==> src/hw/lin_uart_pkg.sv <==
package lin_uart_pkg;

   // Register word addresses
   localparam logic [3:0] ADDR_CTRL = 4'h0;
   localparam logic [3:0] ADDR_STAT = 4'h1;
   localparam logic [3:0] ADDR_ERR = 4'h2;
   localparam logic [3:0] ADDR_BTR = 4'h3;
   localparam logic [3:0] ADDR_BRRL = 4'h4;
   localparam logic [3:0] ADDR_BRRH = 4'h5;
   localparam logic [3:0] ADDR_DLR = 4'h6;
   localparam logic [3:0] ADDR_IDR = 4'h7;
   localparam logic [3:0] ADDR_DAT = 4'h8;

   // Values after reset
   localparam logic [7:0] CTRL_RST = 8'h00;
   localparam logic [7:0] ERR_RST = 8'h00;
   localparam logic [7:0] BTR_RST = 8'h20;
   localparam logic [15:0] BRR_RST = 16'h0000;
   localparam logic [7:0] DLR_RST = 8'h00;
   localparam logic [7:0] IDR_RST = 8'h80;

   // Command field codes; bit 2 selects the byte (UART) commands
   localparam logic [2:0] CMD_RXH = 3'h0;
   localparam logic [2:0] CMD_TXH = 3'h1;
   localparam logic [2:0] CMD_RXR = 3'h2;
   localparam logic [2:0] CMD_TXR = 3'h3;
   localparam int CMD_UART_BIT = 2;
   localparam int CMD_RXEN_BIT = 0;
   localparam int CMD_TXEN_BIT = 1;

   // Status write-one-to-clear positions
   localparam int STAT_RXOK_BIT = 0;
   localparam int STAT_TXOK_BIT = 1;
   localparam int STAT_IDOK_BIT = 2;

   // Line timing, in bit times and samples
   localparam logic [3:0] BRK_TX_BITS = 4'hD;
   localparam logic [15:0] BRK_DET_BITS = 16'h000B;
   localparam logic [7:0] BTR_MIN = 8'h08;
   localparam logic [7:0] SYNC_CHAR = 8'h55;
   localparam logic [2:0] SYNC_LAST_FALL = 3'h4;
   localparam logic [3:0] BYTE_FRAME_BITS = 4'hA;
   localparam logic [3:0] STOP_BIT_IDX = 4'h9;
   localparam logic [5:0] SPECIAL_ID_MIN = 6'h3C;
   localparam logic [5:0] EXT_ID_MIN = 6'h3E;

   typedef struct packed {
      logic [1:0] spare;
      logic loopback;
      logic legacy_protocol_select;
      logic controller_enable_bit;
      logic [2:0] command_field;
   } ctrl_s;

   typedef struct packed {
      logic timeout;
      logic checksum;
      logic sync;
      logic overrun;
      logic framing;
      logic bit_err;
      logic parity;
      logic abort_flag;
   } err_s;

   typedef struct packed {
      logic spare;
      logic id_extended;
      logic id_special;
      logic busy;
      logic error_event_flag;
      logic identifier_ready_flag;
      logic response_sent_flag;
      logic response_received_flag;
   } stat_s;

endpackage : lin_uart_pkg

==> src/hw/lin_uart_command_header_ctrl.sv <==
`timescale 1ns/1ps
// Summary of operation
// - Header, response and UART functions share services
// - New identifier raises identifier ready flag
// - Flags mark identifiers 60 to 63
// - Four LIN events: id, rx, tx, error
// - Identifiers 62, 63 flagged as extended frames
// - UART full duplex with local loopback
// - Shift register plus holding byte; one tx byte
// - Data access updates flags automatically
// - Fine baud divisor keeps error small
// - Clearing enable stops everything at once
// - LIN commands; field returns to zero after
// - Byte commands; no checksum, no timeout, lengths zero
// - Background header reception sets flags, legacy length
// - Clearing command aborts and sets abort flag
// - Break detect, sync resync, parity, timeout, integrity
// - Header sent at programmed bit rate, or at last resynced rate in LIN mode
// - Break of 13 dominant bits, then 0x55
// - Identifier byte includes generated parity bits
// - After header: flags, back to idle, length
// - Header start arms timeout, compares bus
// - Legacy select chooses classic protocol rules
// - Identifiers 60 to 63 use classic checksum
// - Single clock for the whole controller
module lin_uart_command_header_ctrl
   import lin_uart_pkg::*;
#(
   parameter int MAX_LEN = 8
) (
   // Clock and reset
   input wire logic clk,
   input wire logic srst,
   // Register port
   input wire logic [3:0] addr,
   input wire logic [7:0] wdata,
   input wire logic wr,
   input wire logic rd,
   output logic [7:0] rdata,
   // Serial line to the transceiver
   input wire logic rxd,
   output logic txd
);

   typedef enum logic [2:0] {
      H_BRK = 3'b001,
      H_SYNC = 3'b010,
      H_ID = 3'b100
   } hdr_e;

   if (MAX_LEN < 1 || MAX_LEN > 8) begin : g_len_check
      $error("MAX_LEN must lie in 1..8");
   end

   function automatic logic [1:0] id_parity(input logic [5:0] id);
      id_parity = {~(id[1] ^ id[3] ^ id[4] ^ id[5]), id[0] ^ id[1] ^ id[2] ^ id[4]};
   endfunction : id_parity

   function automatic logic [7:0] cks_add(input logic [7:0] s, input logic [7:0] b);
      logic [8:0] t;
      t = {1'b0, s} + {1'b0, b};
      cks_add = t[7:0] + {7'h00, t[8]};
   endfunction : cks_add

   function automatic logic [3:0] clamp_len(input logic [3:0] n);
      clamp_len = (n > 4'(MAX_LEN)) ? 4'(MAX_LEN) : n;
   endfunction : clamp_len

   // Allowed frame time is 1.4 times the nominal, in bit times
   function automatic logic [8:0] tmo_limit(input logic [3:0] n);
      tmo_limit = 9'((14 * (34 + 10 * (int'(n) + 1))) / 10);
   endfunction : tmo_limit

   ctrl_s ctrl_q;
   err_s err_q;
   logic [7:0] btr_q, dlr_q, idr_q, rx_hold_q, tx_hold_q, bitlen_q, rdata_q, rd_mux;
   logic [15:0] brr_q, div_q, low_q;
   logic rx_ok_q, tx_ok_q, id_ok_q, rx_full_q, tx_pend_q, txd_q;
   hdr_e hdr_q;
   logic rx_prev_q, rx_act_q;
   logic [7:0] rx_scnt_q, rx_sh_q, tx_scnt_q, bt_q, sum_q;
   logic [3:0] rx_bit_q, tx_left_q, rsp_cnt_q;
   logic [13:0] tx_sh_q;
   logic tx_brk_q, cks_sent_q, frm_run_q;
   logic [1:0] step_q;
   logic [2:0] fall_q;
   logic [11:0] sync_cnt_q;
   logic [8:0] frm_q;

   // Bus decode
   ctrl_s wctrl;
   assign wctrl = ctrl_s'(wdata);
   wire wr_ctrl = wr & (addr == ADDR_CTRL);
   wire wr_stat = wr & (addr == ADDR_STAT);
   wire wr_err = wr & (addr == ADDR_ERR);
   wire wr_dat = wr & (addr == ADDR_DAT);
   wire rd_dat = rd & (addr == ADDR_DAT);

   // Mode decode
   wire enabled = ctrl_q.controller_enable_bit;
   wire [2:0] cmd = ctrl_q.command_field;
   wire lin_mode = enabled & ~cmd[CMD_UART_BIT];
   wire uart_mode = enabled & cmd[CMD_UART_BIT];
   wire in_txh = lin_mode & (cmd == CMD_TXH);
   wire in_rxr = lin_mode & (cmd == CMD_RXR);
   wire in_txr = lin_mode & (cmd == CMD_TXR);
   wire [3:0] rx_len = clamp_len(dlr_q[3:0]);
   wire [3:0] tx_len = clamp_len(dlr_q[7:4]);
   wire [7:0] half = {1'b0, bitlen_q[7:1]};
   wire [7:0] last_smp = bitlen_q - 8'h01;

   wire sw_abort = wr_ctrl & lin_mode & (cmd[1:0] != 2'b00) & wctrl.controller_enable_bit
                   & ~wctrl.command_field[CMD_UART_BIT] & (wctrl.command_field[1:0] == 2'b00);
   wire rsp_init = wr_ctrl & ~wctrl.command_field[CMD_UART_BIT] & wctrl.command_field[1];
   wire txh_init = wr_ctrl & (wctrl.command_field == CMD_TXH);

   // fractional-free sample tick from 16-bit divisor
   wire tick = enabled & (div_q == brr_q);

   wire rx_in = (uart_mode & ctrl_q.loopback) ? txd_q : rxd;
   wire rx_fall = tick & rx_prev_q & ~rx_in;
   wire rx_en = lin_mode ? (hdr_q != H_SYNC) : (uart_mode & cmd[CMD_RXEN_BIT]);
   wire rx_mid = tick & rx_act_q & (rx_scnt_q == half);
   wire rx_stop = rx_mid & (rx_bit_q == STOP_BIT_IDX);
   wire rx_done = rx_stop & rx_in;
   wire rx_ferr = rx_stop & ~rx_in;

   // break is a low run of at least 11 nominal bits
   wire [15:0] brk_need = BRK_DET_BITS * {8'h00, btr_q};
   wire brk_det = lin_mode & tick & rx_in & (low_q >= brk_need);
   wire [11:0] sync_meas = sync_cnt_q + 12'h001;
   wire [7:0] sync_len = sync_meas[10:3];
   wire sync_fin = (hdr_q == H_SYNC) & rx_fall & (fall_q == SYNC_LAST_FALL);
   wire sync_bad = (hdr_q == H_SYNC) & ((sync_fin & (sync_len < BTR_MIN)) | (&sync_cnt_q));
   wire id_take = lin_mode & (hdr_q == H_ID) & rx_done;
   wire par_ok = id_parity(rx_sh_q[5:0]) == rx_sh_q[7:6];

   // Transmit service
   wire tx_busy = tx_left_q != 4'h0;
   wire tx_bit_end = tick & tx_busy & (tx_scnt_q == last_smp);
   wire tx_byte_done = tx_bit_end & (tx_left_q == 4'h1) & ~tx_brk_q;
   wire txh_load = in_txh & (step_q != 2'h3) & ~tx_busy;
   wire cks_load = in_txr & ~tx_busy & (rsp_cnt_q == tx_len) & ~cks_sent_q;
   wire tx_allow = lin_mode ? (in_txr & (rsp_cnt_q < tx_len)) : (uart_mode & cmd[CMD_TXEN_BIT]);
   wire dat_load = ~tx_busy & tx_pend_q & tx_allow & ~wr_dat;
   wire [7:0] load_byte = txh_load ? ((step_q == 2'h1) ? SYNC_CHAR : idr_q)
                        : cks_load ? ~sum_q : tx_hold_q;
   // bus compared against own bit at mid-sample
   wire bit_fail = (in_txh | in_txr) & tick & tx_busy & (tx_scnt_q == half)
                   & (rx_in != tx_sh_q[0]);

   // Response function
   wire rx_take = in_rxr & (hdr_q == H_BRK) & rx_done;
   wire rx_data = rx_take & (rsp_cnt_q < rx_len);
   wire rx_cks = rx_take & ~rx_data;
   wire rx_cks_ok = rx_sh_q == ~sum_q;
   wire rsp_ferr = in_rxr & (hdr_q == H_BRK) & rx_ferr;
   wire bit_en = tick & (bt_q == last_smp);
   wire tmo_err = frm_run_q & (in_rxr | in_txr) & (frm_q >= tmo_limit(in_rxr ? rx_len : tx_len));
   wire txr_done = in_txr & tx_byte_done & cks_sent_q;
   wire fn_abort = sw_abort | bit_fail | tmo_err | rsp_ferr;
   // field returns to receive header after a function
   // header sent, command back to zero
   wire fn_end = (in_txh & id_take) | rx_cks | txr_done | bit_fail | tmo_err | rsp_ferr;
   wire [1:0] dec_len = (rx_sh_q[5:4] == 2'b00) ? 2'h1 : rx_sh_q[5:4];
   wire [3:0] legacy_len = 4'h1 << dec_len;
   wire uart_rx = uart_mode & rx_done;

   err_s err_set;
   always_comb begin
      err_set = '0;
      err_set.abort_flag = sw_abort;
      err_set.parity = id_take & ~par_ok;
      err_set.bit_err = bit_fail;
      err_set.framing = rsp_ferr | (uart_mode & rx_ferr);
      err_set.overrun = (uart_rx | rx_data) & rx_full_q & ~rd_dat;
      err_set.sync = sync_bad;
      err_set.checksum = rx_cks & ~rx_cks_ok;
      err_set.timeout = tmo_err;
   end

   stat_s stat;
   always_comb begin
      stat = '0;
      stat.response_received_flag = rx_ok_q;
      stat.response_sent_flag = tx_ok_q;
      stat.identifier_ready_flag = id_ok_q;
      stat.error_event_flag = |err_q;
      stat.busy = tx_busy | rx_act_q;
      stat.id_special = idr_q[5:0] >= SPECIAL_ID_MIN;
      stat.id_extended = idr_q[5:0] >= EXT_ID_MIN;
   end

   always_comb begin
      unique case (addr)
         ADDR_CTRL: rd_mux = ctrl_q;
         ADDR_STAT: rd_mux = stat;
         ADDR_ERR: rd_mux = err_q;
         ADDR_BTR: rd_mux = btr_q;
         ADDR_BRRL: rd_mux = brr_q[7:0];
         ADDR_BRRH: rd_mux = brr_q[15:8];
         // lengths read zero in byte commands
         ADDR_DLR: rd_mux = cmd[CMD_UART_BIT] ? 8'h00 : dlr_q;
         ADDR_IDR: rd_mux = idr_q;
         ADDR_DAT: rd_mux = rx_hold_q;
         default: rd_mux = 8'h00;
      endcase
   end

   always_ff @(posedge clk) begin
      rdata_q <= rd ? rd_mux : 8'h00;
   end

   // reset disables and idles the controller
   // enable written low takes effect with no wait
   always_ff @(posedge clk) begin
      if (srst) begin
         ctrl_q <= ctrl_s'(CTRL_RST);
      end else if (wr_ctrl) begin
         ctrl_q <= wctrl;
      end else if (fn_end) begin
         ctrl_q.command_field <= CMD_RXH;
      end
   end

   // Set wins over clear on every sticky bit
   always_ff @(posedge clk) begin
      if (srst) begin
         err_q <= err_s'(ERR_RST);
         rx_ok_q <= 1'b0;
         tx_ok_q <= 1'b0;
         id_ok_q <= 1'b0;
      end else begin
         err_q <= (err_q & ~(wr_err ? err_s'(wdata) : err_s'(8'h00))) | err_set;
         // reading data clears the receive flag
         rx_ok_q <= (rx_ok_q & ~(wr_stat & wdata[STAT_RXOK_BIT]) & ~rd_dat)
                    | uart_rx | (rx_cks & rx_cks_ok);
         // writing data clears the transmit flag
         tx_ok_q <= (tx_ok_q & ~(wr_stat & wdata[STAT_TXOK_BIT]) & ~wr_dat)
                    | (uart_mode & tx_byte_done) | txr_done;
         // identifier ready for both header directions
         id_ok_q <= (id_ok_q & ~(wr_stat & wdata[STAT_IDOK_BIT])) | (id_take & par_ok);
      end
   end

   always_ff @(posedge clk) begin
      if (srst) begin
         btr_q <= BTR_RST;
         brr_q <= BRR_RST;
         idr_q <= IDR_RST;
         dlr_q <= DLR_RST;
      end else begin
         if (wr & (addr == ADDR_BTR) & (wdata >= BTR_MIN)) btr_q <= wdata;
         if (wr & (addr == ADDR_BRRL)) brr_q[7:0] <= wdata;
         if (wr & (addr == ADDR_BRRH)) brr_q[15:8] <= wdata;
         if (id_take) begin
            idr_q <= rx_sh_q;
         end else if (wr & (addr == ADDR_IDR)) begin
            idr_q <= {id_parity(wdata[5:0]), wdata[5:0]};
         end
         // legacy select governs length and checksum
         if (uart_mode) begin
            dlr_q <= 8'h00;
         end else if (id_take & ctrl_q.legacy_protocol_select) begin
            dlr_q <= {legacy_len, legacy_len};
         end else if (wr & (addr == ADDR_DLR)) begin
            dlr_q <= wdata;
         end
      end
   end

   // receive holding byte behind shift register
   always_ff @(posedge clk) begin
      if (srst | ~enabled) begin
         rx_full_q <= 1'b0;
         rx_hold_q <= 8'h00;
      end else if (uart_rx | rx_data) begin
         rx_full_q <= 1'b1;
         rx_hold_q <= rx_sh_q;
      end else if (rd_dat) begin
         rx_full_q <= 1'b0;
      end
   end

   always_ff @(posedge clk) begin
      if (srst | ~enabled) begin
         tx_pend_q <= 1'b0;
         tx_hold_q <= 8'h00;
      end else begin
         tx_pend_q <= wr_dat | (tx_pend_q & ~dat_load);
         if (wr_dat) tx_hold_q <= wdata;
      end
   end

   // all timing derives from clk via enables
   always_ff @(posedge clk) begin
      if (srst | ~enabled | tick) div_q <= 16'h0000;
      else div_q <= div_q + 16'h0001;
      if (srst | ~enabled | bit_en) bt_q <= 8'h00;
      else if (tick) bt_q <= bt_q + 8'h01;
   end

   always_ff @(posedge clk) begin
      if (srst) begin
         bitlen_q <= BTR_RST;
      end else if (~lin_mode | (wr & (addr == ADDR_BTR) & (wdata >= BTR_MIN))) begin
         bitlen_q <= (wr & (addr == ADDR_BTR) & (wdata >= BTR_MIN)) ? wdata : btr_q;
      end else if (sync_fin & ~sync_bad) begin
         bitlen_q <= sync_len;
      end
   end

   always_ff @(posedge clk) begin
      if (srst | ~lin_mode) begin
         hdr_q <= H_BRK;
      end else if (brk_det) begin
         hdr_q <= H_SYNC;
      end else begin
         unique case (hdr_q)
            H_BRK: hdr_q <= H_BRK;
            H_SYNC: if (sync_bad) hdr_q <= H_BRK; else if (sync_fin) hdr_q <= H_ID;
            H_ID: if (rx_done | rx_ferr) hdr_q <= H_BRK;
         endcase
      end
   end

   always_ff @(posedge clk) begin
      if (srst | (hdr_q != H_SYNC)) begin
         fall_q <= 3'h0;
         sync_cnt_q <= 12'h000;
      end else if (tick) begin
         if (rx_fall) fall_q <= fall_q + 3'h1;
         if (fall_q != 3'h0 && !(&sync_cnt_q)) sync_cnt_q <= sync_cnt_q + 12'h001;
      end
   end

   always_ff @(posedge clk) begin
      if (srst | ~lin_mode) begin
         low_q <= 16'h0000;
      end else if (tick) begin
         low_q <= rx_in ? 16'h0000 : (&low_q ? low_q : low_q + 16'h0001);
      end
   end

   // shared receive service
   // Edge history runs through sync, else a false start follows it
   always_ff @(posedge clk) begin
      if (srst | ~enabled) rx_prev_q <= 1'b1;
      else if (tick) rx_prev_q <= rx_in;
      if (srst | ~rx_en) begin
         rx_act_q <= 1'b0;
         rx_scnt_q <= 8'h00;
         rx_bit_q <= 4'h0;
      end else if (~rx_act_q) begin
         if (rx_fall) begin
            rx_act_q <= 1'b1;
            rx_scnt_q <= 8'h01;
            rx_bit_q <= 4'h0;
         end
      end else if (tick) begin
         rx_scnt_q <= (rx_scnt_q == last_smp) ? 8'h00 : rx_scnt_q + 8'h01;
         if (rx_mid) begin
            rx_bit_q <= rx_bit_q + 4'h1;
            if ((rx_bit_q == 4'h0 && rx_in) || rx_stop) rx_act_q <= 1'b0;
            else if (rx_bit_q != 4'h0) rx_sh_q <= {rx_in, rx_sh_q[7:1]};
         end
      end
   end

   // header queued at bitlen_q rate: programmed, or resynced by a received sync
   always_ff @(posedge clk) begin
      if (srst | txh_init) step_q <= 2'h0;
      else if (txh_load) step_q <= step_q + 2'h1;
   end

   // Shared transmit service
   always_ff @(posedge clk) begin
      if (srst | ~enabled | fn_abort) begin
         tx_left_q <= 4'h0;
         tx_scnt_q <= 8'h00;
         tx_brk_q <= 1'b0;
         tx_sh_q <= '1;
      end else if (txh_load & (step_q == 2'h0)) begin
         // thirteen dominant bits then a recessive delimiter
         tx_sh_q <= {1'b1, 13'h0000};
         tx_left_q <= BRK_TX_BITS + 4'h1;
         tx_scnt_q <= 8'h00;
         tx_brk_q <= 1'b1;
      end else if (txh_load | cks_load | dat_load) begin
         tx_sh_q <= {4'hF, 1'b1, load_byte, 1'b0};
         tx_left_q <= BYTE_FRAME_BITS;
         tx_scnt_q <= 8'h00;
         tx_brk_q <= 1'b0;
      end else if (tick & tx_busy) begin
         if (tx_bit_end) begin
            tx_scnt_q <= 8'h00;
            tx_sh_q <= {1'b1, tx_sh_q[13:1]};
            tx_left_q <= tx_left_q - 4'h1;
         end else begin
            tx_scnt_q <= tx_scnt_q + 8'h01;
         end
      end
   end

   // recessive line unless a frame is shifting
   always_ff @(posedge clk) begin
      if (srst) txd_q <= 1'b1;
      else txd_q <= (enabled & tx_busy) ? tx_sh_q[0] : 1'b1;
   end

   // classic sum for legacy or special identifiers
   always_ff @(posedge clk) begin
      if (srst) begin
         sum_q <= 8'h00;
         rsp_cnt_q <= 4'h0;
         cks_sent_q <= 1'b0;
      end else if (rsp_init) begin
         sum_q <= (ctrl_q.legacy_protocol_select | (idr_q[5:0] >= SPECIAL_ID_MIN)) ? 8'h00 : idr_q;
         rsp_cnt_q <= 4'h0;
         cks_sent_q <= 1'b0;
      end else if (rx_data | (dat_load & in_txr)) begin
         sum_q <= cks_add(sum_q, rx_data ? rx_sh_q : tx_hold_q);
         rsp_cnt_q <= rsp_cnt_q + 4'h1;
      end else if (cks_load) begin
         cks_sent_q <= 1'b1;
      end
   end

   // frame timer only runs for LIN functions
   always_ff @(posedge clk) begin
      if (srst | ~lin_mode | fn_end) begin
         frm_run_q <= 1'b0;
         frm_q <= 9'h000;
      end else if (brk_det) begin
         frm_run_q <= 1'b1;
         frm_q <= 9'h000;
      end else if (bit_en & frm_run_q & ~(&frm_q)) begin
         frm_q <= frm_q + 9'h001;
      end
   end

   assign rdata = rdata_q;
   assign txd = txd_q;

endmodule : lin_uart_command_header_ctrl

==> config.mk <==
export PLATFORM = sky130hd
export DESIGN_NAME = lin_uart_command_header_ctrl
export DESIGN_NICKNAME = d
export VERILOG_FILES = /design/src/hw/lin_uart_pkg.sv /design/src/hw/lin_uart_command_header_ctrl.sv
export SDC_FILE = /design/constraint.sdc
export NUM_CORES = 1
export LEC_CHECK = 0
export ABC_AREA = 1
export CORE_MARGIN = 3
export CORE_UTILIZATION = 59
export CTS_CLUSTER_SIZE = 10
export DETAILED_ROUTE_END_ITERATION = 16
export DONT_BUFFER_PORTS = 1
export GPL_TIMING_DRIVEN = 0
export HOLD_SLACK_MARGIN = 0.1
export PLACE_DENSITY = 0.8
export SYNTH_ARGS = -nofsm -noshare
export SYNTH_HDL_FRONTEND = slang
export SYNTH_SLANG_ARGS = --single-unit
==> constraint.sdc <==
create_clock -name clk -period 11 [get_ports clk]
set_input_delay 2.2 -clock clk [delete_from_list [all_inputs] [get_ports clk]]
set_output_delay 2.2 -clock clk [all_outputs]
set_load 0.02 [all_outputs]
# After elaboration in Yosys (flattened, before gate mapping)
# Cells that the tools add are included.
# word_totals
register_bits	225
in_bits	17
output_inout_bits	9
wordCells	398
# classes
addsub	17
multipliers	3
div_mod_pow	1
n_lt_le_gt_ge	10
n_eq_ne	38
n_shift	1
mux	59
bitwise	174
reduce_logical	44
# op_table
operator	count
$mux W8	21
$and A1 B1 Y1	97
$pmux W8 S9	1
$mux W13	4
$mux W4	11
$or A1 B1 Y1	35
$add A16 B1 Y16 const B	2
$div A32 B5 Y32 const B	1
$eq A8 B8 Y1	4
$mux W16	2
$not A1 Y1	26
$add A8 B1 Y8 const B	3
$reduce_and A2 Y1	9
$reduce_bool A2 Y1	9
$eq A16 B16 Y1	1
$eq A4 B3 Y1 const B	4
$eq A8 B7 Y1	2
$ge A16 B12 Y1	1
$not A8 Y8	2
$reduce_and A16 Y1	1
$mux W3	5
$mul A3 B10 Y13 const A	1
$add A12 B1 Y12 const B	1
$ge A6 B6 Y1 const B	2
53 further kinds	102

# Logic depth before layout (Yosys ltp)
# logic_depth
word_depth	17
depth_mapped	103
depth_no_buf	102

# Least setup slack after synthesis
# No wires, ideal clock.
# synth_timing
path_type	reg2reg
start	reg ctrl_q, in the netlist enabled
end	reg tx_sh_q[8]
setup_time_ns	0.145
arrival_time_ns	12.029
required_time_ns	10.855
path_slack_ns	-1.174
path_stages_with_launch	87
path_buffers	5
synth_period_minus_slack_ns	12.174
path_cell_list	dfxtp_1 -> inv_1 -> nor2_1 -> inv_1 -> nor3_1 -> inv_1 -> o21ai_0 -> inv_1 -> ha_1 -> ha_1 -> ha_1 -> fa_1 -> inv_1 -> o21ai_0 -> xor2_1 -> ha_1 -> xnor2_1 -> ha_1 -> [51 not listed] -> inv_1 -> nand3_1 -> nor2_1 -> nand2_1 -> ha_1 -> nand3_1 -> o211ai_1 -> nand3_1 -> nand2_1 -> nand3_1 -> nand2_1 -> a21oi_1 -> nor2_1 -> o2111ai_1 -> nand2_1 -> nor3b_1 -> clkbuf_1 -> o221ai_1
# synth_between
elab_chain_cells	13
elab_cells_between_ends	64
classes_between	add/sub: 2; mul: 2; div: 1; order compare: 1; eq/ne: 1; mux: 7; bitwise: 47; reduce/logical: 3
# synth_rtl
element	line_no	rtl
start: declaration	lin_uart_command_header_ctrl.sv:74	ctrl_s ctrl_q;
start signal: assignment	lin_uart_command_header_ctrl.sv:218	ctrl_q <= ctrl_s'(CTRL_RST);
start signal: assignment	lin_uart_command_header_ctrl.sv:220	ctrl_q <= wctrl;
$and A1 B1 Y1	lin_uart_command_header_ctrl.sv:102	wire lin_mode = enabled & ~cmd[CMD_UART_BIT];
$and A1 B1 Y1	lin_uart_command_header_ctrl.sv:105	wire in_rxr = lin_mode & (cmd == CMD_RXR);
$mux W4	lin_uart_command_header_ctrl.sv:159	wire tmo_err = frm_run_q & (in_rxr | in_txr) & (frm_q >= tmo_limit(in_rxr ? rx_len : tx_len));
$add A4 B1 Y5	lin_uart_command_header_ctrl.sv:71	tmo_limit = 9'((14 * (34 + 10 * (int'(n) + 1))) / 10);
$mul A3 B5 Y8	lin_uart_command_header_ctrl.sv:71	
$add A6 B9 Y10	lin_uart_command_header_ctrl.sv:71	
$mul A3 B10 Y13	lin_uart_command_header_ctrl.sv:71	
$div A32 B5 Y32	lin_uart_command_header_ctrl.sv:71	
$ge A9 B9 Y1	lin_uart_command_header_ctrl.sv:159	
$and A1 B1 Y1	lin_uart_command_header_ctrl.sv:159	
$or A1 B1 Y1 (2 in series)	lin_uart_command_header_ctrl.sv:161	wire fn_abort = sw_abort | bit_fail | tmo_err | rsp_ferr;
$or A1 B1 Y1	lin_uart_command_header_ctrl.sv:378	if (srst | ~enabled | fn_abort) begin
end signal: assignment	lin_uart_command_header_ctrl.sv:385	tx_sh_q <= {1'b1, 13'h0000};
end signal: assignment	lin_uart_command_header_ctrl.sv:390	tx_sh_q <= {4'hF, 1'b1, load_byte, 1'b0};
end signal: assignment	lin_uart_command_header_ctrl.sv:397	tx_sh_q <= {1'b1, tx_sh_q[13:1]};
end: declaration	lin_uart_command_header_ctrl.sv:83	logic [13:0] tx_sh_q;
# Several ways; a longest one is shown, not always the timed one.
# A chain may end at the register's enable or synchronous reset.

# Worst setup path in the final report
# layout_timing
start	reg ctrl_q, in the netlist enabled
end	reg tx_scnt_q[5]
# layout_between
elab_chain_cells	14
elab_cells_between_ends	59
classes_between	add/sub: 2; mul: 2; div: 1; order compare: 1; eq/ne: 1; mux: 4; bitwise: 47; reduce/logical: 1
# layout_rtl
element	line_no	rtl
$and A1 B1 Y1	lin_uart_command_header_ctrl.sv:102	
$and A1 B1 Y1	lin_uart_command_header_ctrl.sv:105	
$mux W4	lin_uart_command_header_ctrl.sv:159	
$add A4 B1 Y5	lin_uart_command_header_ctrl.sv:71	
$mul A3 B5 Y8	lin_uart_command_header_ctrl.sv:71	
$add A6 B9 Y10	lin_uart_command_header_ctrl.sv:71	
$mul A3 B10 Y13	lin_uart_command_header_ctrl.sv:71	
$div A32 B5 Y32	lin_uart_command_header_ctrl.sv:71	
$ge A9 B9 Y1	lin_uart_command_header_ctrl.sv:159	
$and A1 B1 Y1	lin_uart_command_header_ctrl.sv:159	
$or A1 B1 Y1 (2 in series)	lin_uart_command_header_ctrl.sv:161	
$or A1 B1 Y1	lin_uart_command_header_ctrl.sv:378	
$reduce_or A3 Y1 (no source line)	n/a	
end signal: assignment	lin_uart_command_header_ctrl.sv:400	tx_scnt_q <= tx_scnt_q + 8'h01;
end: declaration	lin_uart_command_header_ctrl.sv:81	logic [7:0] rx_scnt_q, rx_sh_q, tx_scnt_q, bt_q, sum_q;
# Several ways; a longest one is shown, not always the timed one.

==> impl_metrics.ini <==
[worst_setup_path]
startpoint_type = flip-flop
required_ps = 11490
cp_slowest_cell = fa_2
slowest_delay_ps = 460
endpoint_kind = flip-flop
r2r_cells = 85
crit_type = flip-flop to flip-flop
cpMostUsedCell = nand2_2
arrival_ps = 12940
critPathMaxFanout = 8

[clock_tree]
clkLatencyLatePin_ps = 570
cts_buffers = 27
root_buffer = clkbuf_16
h-tree-depth = 1
clock_sinks = 225
cts_tree = done
clk_pin_slew_worst_paths_ps = 60
postCtsHoldBufs = 0
cts.path.max_buffers = 3

[global_route]
grt-ovfl-total = 0
antenna_found_initial = 0
grt_pass1_wl_um = 91700
grt_max_degree = 15
grt_pass1_vias = 18400
grt_usage = 0.331

[floorplan]
std_cell_rows = 63
start_util = 0.605
die_w_um = 182
fp.dieH_um = 182
core_area_sq_um = 30000
dieArea_sq_um = 33000
num_io_pins = 26

[logic_synthesis]
yosysSeqAreaShare = 0.252
synth_top_cell_area_share = 0.239
synth_ff_type = dfxtp_1
synth_mux_area_frac = 0.000551
ys_ff_latch = 225
synth_compound_area_frac = 0.162
synth.cell_area_sq_um = 18200
synth_cell_types = 69
netlist_top_cells_area = dfxtp_1 (24%), nand2_1 (13%), inv_1 (9.0%)
synthArstFlopShare = 0
synth_top_family_by_area = simple AND/OR/NAND/NOR gates
syn_area_per_cell_sq_um = 6.44
synth-adder-area-share = 0.0889
synth-xor-area-share = 0.0496
syn_inst = 2825
synthSimpleGateAreaFrac = 0.340
yosysTopAreaCell = dfxtp_1
yosys_warnings = 0
synth_edf_count = 8

[run]
drv_cap = 0

[cells_and_area]
final_layout_size_suffix_gt1_frac = 0.178
final_util = 0.732
fin_cells = 3390
nNetsFinal = 3129
fin_area_sq_um = 22000
area_delta_synth_final_pct = 20.9
nFillCells = 2313
n_antenna_cell = 0

[routing]
drt_iter0_markers = 2590
drc = 0
dr_total_vias = 20900
via_per_inst = 6.15
ant_nets = 0
wl_um = 63400
wl_per_cell_um = 18.7
drtPass1Iterations = 10

[timing]
fin_hold_ws_ps = 453
tightest_slew_ps = 1060
fin_skew_ps = 29.7
slew_viol_final = 0
clock.fmax_ghz = 0.0803
finalHoldViolCount = 0
fin_crit_sh = 1.13
setup_viol = 39
period_needed_ps = 12450
grt_setup_unrepaired = yes
slew-limit-headroom = 0.285
timing.final.ws_setup_ps = -1450

[outcome]
failed_checks = negative setup slack
status = complete, but fails checks

[placed_design]
io_buffer_count = 0
dp_hpwl_um = 42500
dpl_cell_area_sq_um = 18800
placedCellCount = 3220
gp_congestion = 0.984

[worst_hold_path]
holdCritPathClass = flip-flop to flip-flop
min_path_cells = 0

[pwr]
ir_drop_mv = 0.400
leakage_nw = 9.59
power_density_nw_per_um2 = 316
[through the flow]
stage          total power (W)  worst slack (ps)  TNS (ps)
3_5_place_dp           0.00407             -2340    -83970
4_1_cts                0.00520              -995    -33260
6_report               0.00693             -1450    -52760
5_1_grt                0.00730             -2050    -76790
2_1_floorplan          0.00353              2.13         0
3_3_place_gp           0.00402             -2080    -74750
[path summary, 6_finish.rpt]
path	start	end	slack (ps)
min	rx_sh_q[4]	rx_sh_q[3]	450
max reg2reg	enabled	tx_scnt_q[5]	-1450
max	enabled	tx_scnt_q[5]	-1450
min reg2reg	rx_sh_q[4]	rx_sh_q[3]	450
[worst max-delay path, delay by kind of cell (launching register included)]
kind / cells / cell delay [ps]
DFF: 1 / 380
adders and majority gates: 7 / 2070
buffers and inverters: 18 / 2450
xor gates and xnor gates: 4 / 750
and+or+nand+nor: 49 / 5590
AOI/OAI and AO/OA: 7 / 1180
[flip-flops by register name, indices dropped and copies added (netlist names), 9 cells and up]
name / cells
brr_q: 16
div_q: 16
low_q: 16
tx_sh_q: 13
sync_cnt_q: 12
frm_q: 9
[what timing repair did]
item	in CTS	in global routing
resized for setup	66	258
setup buffers	49	75
cloned	6	2
pin swaps	46	120
endpoints found under the setup margin	39	39
[power breakdown]
part           switching [W]  leakage, nW  total, W  internal (W)
registers         0.00000557         1.82  0.000829      0.000823
clock network       0.000349        0.376  0.000813      0.000465
logic                0.00346         7.39   0.00529       0.00183
[synthesized netlist by cell type (6+ instances only)]
cell / number
a31oi_1: 23
nor3b_1: 11
edfxtp_1: 8
xnor2_1: 28
nor2_2: 10
a21oi_1: 189
o22ai_1: 17
nand2_2: 38
ha_1: 110
fa_1: 12
nand2_1: 617
dfxtp_1: 217
nor2_1: 281
clkbuf_1: 40
o21bai_1: 7
a221oi_1: 15
nor4_1: 23
o21a_1: 7
or2_2: 8
nand3b_1: 6
inv_2: 15
inv_1: 436
nor3_1: 55
xor2_1: 75
nand3_2: 17
o211ai_1: 11
o21ai_0: 168
nor2_4: 14
o21ai_1: 9
a211oi_1: 14
o221ai_1: 7
nand2_4: 6
nand4_1: 49
nand3_1: 201
[routing by layer]
layer | vias up | track usage | part of all wire
li1 | 9630 | - | -
met5 | - | 0 | 0
met1 | 9622 | 0.443 | 0.40
met2 | 1261 | 0.549 | 0.45
met3 | 344 | 0.0449 | 0.093
met4 | 0 | 0.113 | 0.054
[cell families (layout without fill, tap and decap cells)]
kind of cell / Yosys count / after routing
flops: 225 / 225
fa+ha+maj: 122 / 122
mux: 1 / 1
xor+xnor: 103 / 103
buf+inv: 506 / 672
compound gates: 510 / 510
simple gates: 1356 / 1360
other cells: 2 / 7
[layout by cell type, fill, tap and decap left out, types with 24 or more instances in the layout]
| master | Yosys | final |
|---|---|---|
| nand3_1 | 201 | 155 |
| buf_4 | 2 | 111 |
| xor2_1 | 75 | 68 |
| nand2_1 | 617 | 530 |
| inv_2 | 15 | 24 |
| inv_1 | 436 | 422 |
| nand3_2 | 17 | 46 |
| nor3_1 | 55 | 49 |
| clkbuf_1 | 40 | 46 |
| ha_1 | 110 | 99 |
| clkbuf_16 | 0 | 27 |
| a21oi_1 | 189 | 175 |
| dfxtp_1 | 217 | 214 |
| nor2_1 | 281 | 256 |
| nor2_4 | 14 | 29 |
| o21ai_0 | 168 | 161 |
| nand4_1 | 49 | 49 |
| xnor2_1 | 28 | 26 |
| nand2_4 | 6 | 37 |
| nand2_2 | 38 | 93 |
[cell type report]
cell class              count  area, sq um  area share
plain buffers              50          256      0.0117
clock buffers              37          743      0.0338
clock inverters             2         25.0     0.00114
inverters                 456         1730      0.0788
multi-input cells        2103        13100       0.597
flip-flops and latches    225         4590       0.209
well taps                 390          488      0.0222
repair buffers            127         1020      0.0466
Power figures use the tool's default switching activity.
